### config.mk
export PLATFORM = sky130hd
export DESIGN_NAME = serial_port_flow_control
export DESIGN_NICKNAME = d
export VERILOG_FILES = /design/src/serial_flow_pkg.sv /design/src/serial_port_flow_control.sv /design/src/two_entry_buffer.sv
export SDC_FILE = /design/constraint.sdc
export NUM_CORES = 1
export LEC_CHECK = 0
export BUFFER_PORTS_ARGS = -buffer_cell sky130_fd_sc_hd__clkbuf_2
export CAP_MARGIN = 10
export CORE_MARGIN = 2
export CORE_UTILIZATION = 30
export DETAILED_ROUTE_END_ITERATION = 8
export GPL_ROUTABILITY_DRIVEN = 0
export PLACE_DENSITY_LB_ADDON = 0.25
export SYNTH_ARGS = -nofsm -noshare
export SYNTH_HDL_FRONTEND = slang
export SYNTH_SLANG_ARGS = --single-unit
### constraint.sdc
create_clock -name ref_clk -period 6.2 [get_ports ref_clk]
set_input_delay 0.93 -clock ref_clk [delete_from_list [all_inputs] [get_ports ref_clk]]
set_output_delay 0.93 -clock ref_clk [all_outputs]
set_load 0.01 [all_outputs]
### src/serial_flow_pkg.sv
package serial_flow_pkg;

  localparam int unsigned CLK_HZ = 40_000_000;
  localparam int unsigned FIRST_PORT_BAUD = 1200;
  localparam int unsigned FRONT_PORT_BAUD = 9600;
  localparam int unsigned PORT_COUNT = 8;
  localparam int unsigned FIRST_PORT_INDEX = 0;
  localparam int unsigned FRONT_PORT_INDEX = 3;

  localparam int unsigned DIV_W = 16;
  localparam int unsigned DELAY_W = 16;
  localparam int unsigned FILL_W = 8;
  localparam int unsigned DATA_BITS = 8;
  localparam int unsigned BIT_W = 3;

  // divisor = clock cycles per bit
  localparam logic [DIV_W-1:0] FIRST_PORT_DIV =
    DIV_W'(CLK_HZ / FIRST_PORT_BAUD);
  localparam logic [DIV_W-1:0] FRONT_PORT_DIV =
    DIV_W'(CLK_HZ / FRONT_PORT_BAUD);
  localparam logic [BIT_W-1:0] LAST_BIT = BIT_W'(DATA_BITS - 1);

  localparam logic START_LEVEL = 1'b0;
  localparam logic IDLE_LEVEL = 1'b1;
  localparam logic RESET_STOP_TWO = 1'b0;

  typedef enum logic [2:0] {
    FCM_NONE = 3'h0,
    FCM_MANUAL = 3'h1,
    FCM_AUTO_CTS = 3'h2,
    FCM_AUTO_RTS = 3'h3,
    FCM_FULL_AUTO = 3'h4,
    FCM_DYNAMIC = 3'h5,
    FCM_ENHANCED = 3'h6
  } fc_mode_t;

  localparam fc_mode_t RESET_MODE = FCM_NONE;

  typedef enum logic [1:0] {
    TX_IDLE = 2'h0,
    TX_START = 2'h1,
    TX_DATA = 2'h3,
    TX_STOP = 2'h2
  } tx_state_t;

  typedef enum logic [1:0] {
    RX_IDLE = 2'h0,
    RX_START = 2'h1,
    RX_DATA = 2'h3,
    RX_STOP = 2'h2
  } rx_state_t;

  typedef struct packed {
    logic [DIV_W-1:0] divisor;
    fc_mode_t mode;
    logic stopTwo;
  } port_cfg_t;

endpackage

### src/serial_port_flow_control.sv
`timescale 1ns/1ps
// Functional notes
// - The first async port resets to 1200 bit/s, 8 data, 1 stop, no parity.
// - The front panel port resets to 9600 bit/s, 8 data, 1 stop, no parity.
// - Every port takes a written baud rate and mode over its default.
// - Mode 0 takes CTS and CD as asserted inside, so receive never stops.
// - Modes 0 and 3 raise RTS before sending and drop it when done.
// - The first program RTS command in mode 0 moves the port to mode 1.
// - Mode 1 ignores the modem lines; RTS is the program's, CTS/CD read.
// - Mode 2 sends only with CTS, takes CD as asserted, RTS is manual.
// - In modes 3 and 4 a program RTS holds until the buffer drains.
// - In modes 3 and 4 the RTS turn-off delay after the last character is configurable.
// - Mode 4 receives only with CD and sends after RTS then CTS.
// - Mode 5 sends with CTS and drives RTS from receive fill watermarks.
// - Mode 6 merges modes 0 and 2 into an RTS/CTS handshake.
module serial_port_flow_control
  import serial_flow_pkg::*;
#(
  parameter int unsigned PORT_INDEX = 0
) (
  input logic ref_clk,
  input logic nrst,
  input logic cfgWrite,
  input serial_flow_pkg::port_cfg_t cfgIn,
  output serial_flow_pkg::port_cfg_t cfgOut,
  input logic [7:0] txData,
  input logic txValid,
  output logic txReady,
  output logic txBusy,
  input logic rtsCmdValid,
  input logic rtsCmdOn,
  input logic [serial_flow_pkg::DELAY_W-1:0] rtsOffDelay,
  input logic [serial_flow_pkg::FILL_W-1:0] rxFill,
  input logic [serial_flow_pkg::FILL_W-1:0] rxLowMark,
  input logic [serial_flow_pkg::FILL_W-1:0] rxHighMark,
  input logic ctsIn,
  input logic cdIn,
  input logic rxd,
  output logic txd,
  output logic rtsOut,
  output logic ctsState,
  output logic cdState,
  output logic [7:0] rxData,
  output logic rxValid,
  output logic rxFrameErr
);
  import serial_flow_pkg::*;

  if (PORT_INDEX >= PORT_COUNT) begin : g_chk_port
    $error("serial_port_flow_control: PORT_INDEX out of range");
  end
  if (DATA_BITS != 8) begin : g_chk_bits
    $error("serial_port_flow_control: only 8 data bits supported");
  end

  ////////////////////////////////////////////////////////////////////////////
  // helpers

  function automatic logic [DIV_W-1:0] bitReload(
    input logic [DIV_W-1:0] d
  );
    return d - DIV_W'(1);
  endfunction

  function automatic logic usesAutoRts(input fc_mode_t m);
    return (m == FCM_NONE) || (m == FCM_AUTO_RTS) ||
           (m == FCM_FULL_AUTO) || (m == FCM_ENHANCED);
  endfunction

  function automatic logic needsCts(input fc_mode_t m);
    return (m == FCM_AUTO_CTS) || (m == FCM_FULL_AUTO) ||
           (m == FCM_DYNAMIC) || (m == FCM_ENHANCED);
  endfunction

  function automatic logic [DIV_W-1:0] resetDivisor(input int unsigned p);
    return (p == FRONT_PORT_INDEX) ? FRONT_PORT_DIV : FIRST_PORT_DIV;
  endfunction

  ////////////////////////////////////////////////////////////////////////////
  // state

  typedef struct packed {
    port_cfg_t cfg;
    tx_state_t txState;
    rx_state_t rxState;
    logic [DIV_W-1:0] txCnt;
    logic [DIV_W-1:0] rxCnt;
    logic [BIT_W-1:0] txBit;
    logic [BIT_W-1:0] rxBit;
    logic [7:0] txShift;
    logic [7:0] rxShift;
    logic stopLeft;
    logic progRts;
    logic autoRts;
    logic dynRts;
    logic [DELAY_W-1:0] delayCnt;
    logic txd;
    logic rts;
    logic ctsS;
    logic cdS;
    logic [7:0] rxData;
    logic rxValid;
    logic rxFrameErr;
    logic txBusy;
  } port_state_t;

  localparam port_state_t RESET_STATE = '{
    cfg: '{divisor: resetDivisor(PORT_INDEX), mode: RESET_MODE,
           stopTwo: RESET_STOP_TWO},
    txState: TX_IDLE, rxState: RX_IDLE,
    txCnt: '0, rxCnt: '0, txBit: '0, rxBit: '0,
    txShift: '0, rxShift: '0, stopLeft: 1'b0,
    progRts: 1'b0, autoRts: 1'b0, dynRts: 1'b0, delayCnt: '0,
    txd: IDLE_LEVEL, rts: 1'b0, ctsS: 1'b1, cdS: 1'b1,
    rxData: '0, rxValid: 1'b0, rxFrameErr: 1'b0, txBusy: 1'b0};

  port_state_t s_r;
  port_state_t s_nxt;

  logic [7:0] bufData;
  logic bufValid;
  logic startTx;
  logic pending;
  logic ctsGate;
  logic rxAllow;
  logic txTick;
  logic rxTick;
  logic delayUsed;

  // a stalled transmitter backs the buffer up to txReady
  two_entry_buffer #(.WIDTH(8)) u_txBuf (
    .ref_clk(ref_clk),
    .nrst(nrst),
    .inData(txData),
    .inValid(txValid),
    .inReady(txReady),
    .outData(bufData),
    .outValid(bufValid),
    .outReady(startTx)
  );

  ////////////////////////////////////////////////////////////////////////////
  // flow control gates

  assign pending = bufValid | (s_r.txState != TX_IDLE);
  assign ctsGate = needsCts(s_r.cfg.mode) ? ctsIn : 1'b1;
  // mode 4 is the only one that ignores the line without carrier
  assign rxAllow = (s_r.cfg.mode != FCM_FULL_AUTO) || cdIn;
  // rts is registered, so it leads the start bit by at least a cycle
  assign startTx = bufValid && (s_r.txState == TX_IDLE) && ctsGate &&
                   (!usesAutoRts(s_r.cfg.mode) || s_r.rts);
  assign txTick = (s_r.txCnt == '0);
  assign rxTick = (s_r.rxCnt == '0);
  assign delayUsed = (s_r.cfg.mode == FCM_AUTO_RTS) ||
                     (s_r.cfg.mode == FCM_FULL_AUTO);

  always_comb begin
    s_nxt = s_r;
    s_nxt.rxValid = 1'b0;
    s_nxt.rxFrameErr = 1'b0;

    // configuration and program rts
    if (rtsCmdValid) begin
      s_nxt.progRts = rtsCmdOn;
      if (s_r.cfg.mode == FCM_NONE) begin
        s_nxt.cfg.mode = FCM_MANUAL;
      end
    end
    if (cfgWrite) begin
      s_nxt.cfg = cfgIn;
    end

    // automatic rts with trailing delay in bit times
    s_nxt.txCnt = txTick ? bitReload(s_r.cfg.divisor)
                         : s_r.txCnt - DIV_W'(1);
    if (pending) begin
      s_nxt.autoRts = 1'b1;
      s_nxt.delayCnt = '0;
    end else if (s_r.autoRts) begin
      if (!delayUsed || s_r.delayCnt >= rtsOffDelay) begin
        s_nxt.autoRts = 1'b0;
      end else if (txTick) begin
        s_nxt.delayCnt = s_r.delayCnt + DELAY_W'(1);
      end
    end

    // receive fill hysteresis
    if (rxFill < rxLowMark) begin
      s_nxt.dynRts = 1'b1;
    end else if (rxFill > rxHighMark) begin
      s_nxt.dynRts = 1'b0;
    end

    unique case (s_r.cfg.mode)
      FCM_NONE: s_nxt.rts = s_nxt.autoRts;
      FCM_MANUAL, FCM_AUTO_CTS: s_nxt.rts = s_nxt.progRts;
      // program negation waits for the buffer through autoRts
      FCM_AUTO_RTS, FCM_FULL_AUTO: begin
        s_nxt.rts = s_nxt.autoRts | s_nxt.progRts;
      end
      FCM_ENHANCED: s_nxt.rts = s_nxt.autoRts | s_nxt.progRts;
      FCM_DYNAMIC: s_nxt.rts = s_nxt.dynRts;
      default: s_nxt.rts = 1'b0;
    endcase

    // readable line states, asserted inside where the mode says so
    unique case (s_r.cfg.mode)
      FCM_NONE, FCM_AUTO_RTS: begin
        s_nxt.ctsS = 1'b1;
        s_nxt.cdS = 1'b1;
      end
      FCM_AUTO_CTS, FCM_ENHANCED: begin
        s_nxt.ctsS = ctsIn;
        s_nxt.cdS = 1'b1;
      end
      default: begin
        s_nxt.ctsS = ctsIn;
        s_nxt.cdS = cdIn;
      end
    endcase

    // transmitter
    unique case (s_r.txState)
      TX_IDLE: begin
        s_nxt.txd = IDLE_LEVEL;
        if (startTx) begin
          s_nxt.txShift = bufData;
          s_nxt.txState = TX_START;
          s_nxt.txd = START_LEVEL;
          s_nxt.txCnt = bitReload(s_r.cfg.divisor);
        end
      end
      TX_START: begin
        if (txTick) begin
          s_nxt.txState = TX_DATA;
          s_nxt.txd = s_r.txShift[0];
          s_nxt.txShift = {1'b0, s_r.txShift[7:1]};
          s_nxt.txBit = '0;
        end
      end
      TX_DATA: begin
        if (txTick) begin
          if (s_r.txBit == LAST_BIT) begin
            s_nxt.txState = TX_STOP;
            s_nxt.txd = IDLE_LEVEL;
            s_nxt.stopLeft = s_r.cfg.stopTwo;
          end else begin
            s_nxt.txBit = s_r.txBit + BIT_W'(1);
            s_nxt.txd = s_r.txShift[0];
            s_nxt.txShift = {1'b0, s_r.txShift[7:1]};
          end
        end
      end
      TX_STOP: begin
        if (txTick) begin
          if (s_r.stopLeft) begin
            s_nxt.stopLeft = 1'b0;
          end else begin
            s_nxt.txState = TX_IDLE;
          end
        end
      end
    endcase
    s_nxt.txBusy = (s_nxt.txState != TX_IDLE);

    // receiver, sampled mid-bit from the start edge
    s_nxt.rxCnt = rxTick ? bitReload(s_r.cfg.divisor)
                         : s_r.rxCnt - DIV_W'(1);
    if (!rxAllow) begin
      s_nxt.rxState = RX_IDLE;
    end else begin
      unique case (s_r.rxState)
        RX_IDLE: begin
          if (rxd == START_LEVEL) begin
            s_nxt.rxState = RX_START;
            s_nxt.rxCnt = {1'b0, s_r.cfg.divisor[DIV_W-1:1]};
          end
        end
        RX_START: begin
          // a glitch shorter than half a bit is not a start
          if (rxTick) begin
            s_nxt.rxState = (rxd == START_LEVEL) ? RX_DATA : RX_IDLE;
            s_nxt.rxBit = '0;
          end
        end
        RX_DATA: begin
          if (rxTick) begin
            s_nxt.rxShift = {rxd, s_r.rxShift[7:1]};
            if (s_r.rxBit == LAST_BIT) begin
              s_nxt.rxState = RX_STOP;
            end else begin
              s_nxt.rxBit = s_r.rxBit + BIT_W'(1);
            end
          end
        end
        RX_STOP: begin
          // only the first stop bit is checked
          if (rxTick) begin
            s_nxt.rxState = RX_IDLE;
            if (rxd == IDLE_LEVEL) begin
              s_nxt.rxData = s_r.rxShift;
              s_nxt.rxValid = 1'b1;
            end else begin
              s_nxt.rxFrameErr = 1'b1;
            end
          end
        end
      endcase
    end
  end

  always_ff @(posedge ref_clk) begin
    if (!nrst) begin
      s_r <= RESET_STATE;
    end else begin
      s_r <= s_nxt;
    end
  end

  ////////////////////////////////////////////////////////////////////////////
  // outputs

  assign cfgOut = s_r.cfg;
  assign txd = s_r.txd;
  assign rtsOut = s_r.rts;
  assign ctsState = s_r.ctsS;
  assign cdState = s_r.cdS;
  assign rxData = s_r.rxData;
  assign rxValid = s_r.rxValid;
  assign rxFrameErr = s_r.rxFrameErr;
  assign txBusy = s_r.txBusy;

endmodule

### src/two_entry_buffer.sv
`timescale 1ns/1ps
module two_entry_buffer #(
  parameter int unsigned WIDTH = 8
) (
  input logic ref_clk,
  input logic nrst,
  input logic [WIDTH-1:0] inData,
  input logic inValid,
  output logic inReady,
  output logic [WIDTH-1:0] outData,
  output logic outValid,
  input logic outReady
);

  if (WIDTH < 1) begin : g_chk
    $error("two_entry_buffer: WIDTH must be at least 1");
  end

  typedef struct packed {
    logic [1:0][WIDTH-1:0] slot;
    logic wrPtr;
    logic rdPtr;
    logic [1:0] count;
    logic notFull;
    logic notEmpty;
  } buf_state_t;

  localparam buf_state_t RESET_STATE = '{
    slot: '0, wrPtr: 1'b0, rdPtr: 1'b0, count: 2'h0,
    notFull: 1'b1, notEmpty: 1'b0};

  buf_state_t s_r;
  buf_state_t s_nxt;
  logic push;
  logic pop;

  assign push = inValid & s_r.notFull;
  assign pop = outReady & s_r.notEmpty;

  always_comb begin
    s_nxt = s_r;
    if (push) begin
      s_nxt.slot[s_r.wrPtr] = inData;
      s_nxt.wrPtr = ~s_r.wrPtr;
    end
    if (pop) begin
      s_nxt.rdPtr = ~s_r.rdPtr;
    end
    // simultaneous push and pop leaves the count alone
    if (push && !pop) begin
      s_nxt.count = s_r.count + 2'h1;
    end else if (pop && !push) begin
      s_nxt.count = s_r.count - 2'h1;
    end
    s_nxt.notFull = (s_nxt.count != 2'h2);
    s_nxt.notEmpty = (s_nxt.count != 2'h0);
  end

  always_ff @(posedge ref_clk) begin
    if (!nrst) begin
      s_r <= RESET_STATE;
    end else begin
      s_r <= s_nxt;
    end
  end

  assign inReady = s_r.notFull;
  assign outValid = s_r.notEmpty;
  assign outData = s_r.slot[s_r.rdPtr];

endmodule

==> flow_summary.yaml <==
run_status:
  status: "completed"
synthesis:
  synthMuxAreaShare_pct: 9.92
  synth_compound_area_share_pct: 12.0
  synth_adder_area_share_pct: 6.92
  ys_warn_count: 0
  synth-edff-count: 0
  syn_avg_cell_area_sq_um: 8.37
  ys_seq_elements: 135
  yosys.area_share.simple_pct: 22.2
  ys_types: 61
  synth_top_family_by_area: "simple AND/OR/NAND/NOR gates"
  syn_nets: 998
  synth_xor_area_share_pct: 5.11
  ys_async_sr_fraction_pct: 0
  seq_area_frac_synth_pct: 36.6
  synth_ff_type: "dfxtp_1"
  syn_area_sq_um: 7380
  netlist_instances: 881
sta:
  final.setup.worst_slack_ns: 3.19
  period_minus_slack_ns: 3.01
  fmax_mhz: 333
  final.setup_skew_ns: 0.00850
  slew_viol_final: 0
  worst_pin_slew_ns: 1.04
  rsz0062_at_grt: "no"
  final.setup.tns_ns: 0
  fin_hold_ws_ns: 0.453
  max_slew_margin_pct: 30.2
  fin_crit_sh_pct: 48.5
  finalSetupViolCount: 0
  hold_viol_final: 0
cts:
  cts_made_buffers: 17
  clock_sinks: 135
  worstSkewPairLatency_ns: 0.42
  htree_levels: 4
  postCtsResizedCells: 0
  cts_tree: "built"
  root_buffer: "clkbuf_16"
  clk_pin_slew_ns: 0.06
  cts_setup_buffers: 0
  cts_buffer_depth: 2
  cts_hold_buf: 0
global_route:
  grt_pass1_vias: 5884
  grt.total_usage_pct: 14.2
  grt_pass1_wl_microns: 29800
  grt_overflow_total: 0
  antenna_found_initial: 0
  grt_max_degree: 70
power_and_ir_drop:
  pwr_density_cell_nw_per_um2: 359
  ir_drop_mv: 0.203
  cellLeakagePower_nw: 3.63
  finalPower_mw: 3.10
detailed_routing:
  firstDrtPassIters: 4
  wirelength_microns: 17900
  drt_iter0_drc: 353
  ant_nets: 0
  vias: 6143
  wire_per_inst_microns: 13.9
  drc_errors: 0
  vias_per_cell: 4.76
floorplanning:
  core_sq_um: 24200
  die-area_sq_um: 25900
  io_pins: 113
  die_x_microns: 161
  row_count: 57
  fp.dieH_microns: 161
  start_util_pct: 30.4
final_layout:
  final_cells: 1291
  finalNetCount: 1071
  postLayoutCoreUtil_pct: 35.6
  antenna_cells: 0
  areaGrowthSynthToFinish_pct: 17.0
  final_area_sq_um: 8630
  drive_above_1_share_pct: 18.0
setup_path:
  worstPathMaxFanout: 6
  slowest_stage: "nor4_1"
  required_ns: 6.54
  cpPeakStageDelay_ns: 0.62
  cp-end-kind: "flip-flop"
  ff2ff_setup_slack_ns: 3.19
  cp_cell_sequence: "or4_4, or4_1, nor4_1, nand4_1, or3_1, a21oi_1"
  cp.arrival_ns: 3.35
  cp-start-kind: "flip-flop"
  path_class: "flip-flop to flip-flop"
  r2r_cells: 6
min_path:
  worstHoldPathType: "flip-flop to flip-flop"
  min_path_cells: 2
place:
  hpwl_microns: 13300
  dpl_cell_area_sq_um: 8040
  io_buffers: 112
  dpl_worst_slack_ns: 3.11
  dp_cells: 1259
job:
  max_cap_violations: 0
[cells by family (layout without fill, tap and decap cells)]
kind of cell,count (synthesis),count (layout)
compound gates,134,134
xor+xnor,43,43
fa+ha+maj,41,41
buf+inv,113,199
flops,135,135
mux,73,73
simple gates,342,342
[cells in the mapped netlist, types with 2 or more instances]
| master | instances | area, sq um |
|---|---|---|
| clkbuf_1 | 29 | 109 |
| nand2_1 | 116 | 435 |
| o21ai_0 | 20 | 100 |
| ha_1 | 40 | 500 |
| dfxtp_1 | 135 | 2700 |
| a22o_1 | 4 | 35.0 |
| or4_4 | 2 | 22.5 |
| nor3_4 | 2 | 32.5 |
| o311ai_0 | 3 | 26.3 |
| nor3_1 | 16 | 80.1 |
| a21boi_0 | 4 | 30.0 |
| a31oi_1 | 2 | 12.5 |
| xor2_1 | 21 | 184 |
| nor2b_1 | 2 | 12.5 |
| and4_1 | 3 | 26.3 |
| o211ai_1 | 6 | 45.0 |
| nand2b_1 | 4 | 25.0 |
| or2_2 | 15 | 93.8 |
| and3_1 | 10 | 62.6 |
| buf_4 | 28 | 210 |
| a32o_1 | 7 | 70.1 |
| nand4_1 | 8 | 50.1 |
| nand4bb_1 | 2 | 22.5 |
| nand3_1 | 17 | 85.1 |
| nor2_1 | 102 | 383 |
| or4_1 | 5 | 37.5 |
| xnor2_1 | 22 | 193 |
| buf_1 | 5 | 18.8 |
| a211oi_1 | 12 | 90.1 |
| nand3b_1 | 8 | 60.1 |
| o22ai_1 | 3 | 18.8 |
| and2_1 | 4 | 25.0 |
| o221ai_1 | 4 | 35.0 |
| nor4_1 | 12 | 75.1 |
| a22oi_1 | 3 | 22.5 |
| inv_1 | 49 | 184 |
| or4b_2 | 2 | 20.0 |
| a21oi_1 | 48 | 240 |
| a21o_1 | 5 | 37.5 |
| or3_1 | 7 | 43.8 |
| o21a_1 | 3 | 22.5 |
| mux2i_1 | 72 | 721 |
[area by class of cell]
cell class,instances,area [sq um]
flip-flops and latches,135,2700
fillers,2593,15600
multi-input cells,633,4150
inverters,50,188
clock inverters,13,148
clock buffers,19,443
well taps,324,405
repair buffers,117,598
[routing by layer]
metal  routed length [microns]  track usage, %  vias up
li1                          -               -     3180
met1                      8740            19.1     2845
met2                      8310            23.4      103
met3                       645            2.74       15
met4                       203            4.06        0
met5                         0               0        -
[final timing paths]
kind,from,endpoint
worst max-delay path,s_r[64],s_r[52]
worst min-delay path,u_txBuf.s_r[11],u_txBuf.s_r[11]
worst max register to register,s_r[64],s_r[52]
worst min register to register,u_txBuf.s_r[11],u_txBuf.s_r[11]
[critical path, delay by kind of cell (launching register included)]
family          cells  cell delay (ns)
flops               1             0.34
simple gates        5             2.46
compound gates      1             0.14
[layout by cell type, fill, tap and decap left out, types with 17 or more instances in the layout]
cell and count:
a21oi_1 48, clkbuf_16 17, clkbuf_2 112, dfxtp_1 135, ha_1 40, inv_1 49
mux2i_1 72, nand2_1 116, nand3_1 17, nor2_1 102, o21ai_0 20, xnor2_1 22
xor2_1 21
[sequential cells by signal (all words and copies together), names as in the netlist, 8 cells and up]
register and count:
s_r 78, cfgOut 20, u_txBuf.s_r 20, rxData 8
[where the power goes]
| part | switching [mW] | internal [mW] |
|---|---|---|
| Sequential | 0.144 | 0.999 |
| Combinational | 0.520 | 0.426 |
| Clock | 0.402 | 0.608 |
(Power assumes the default switching activity.)
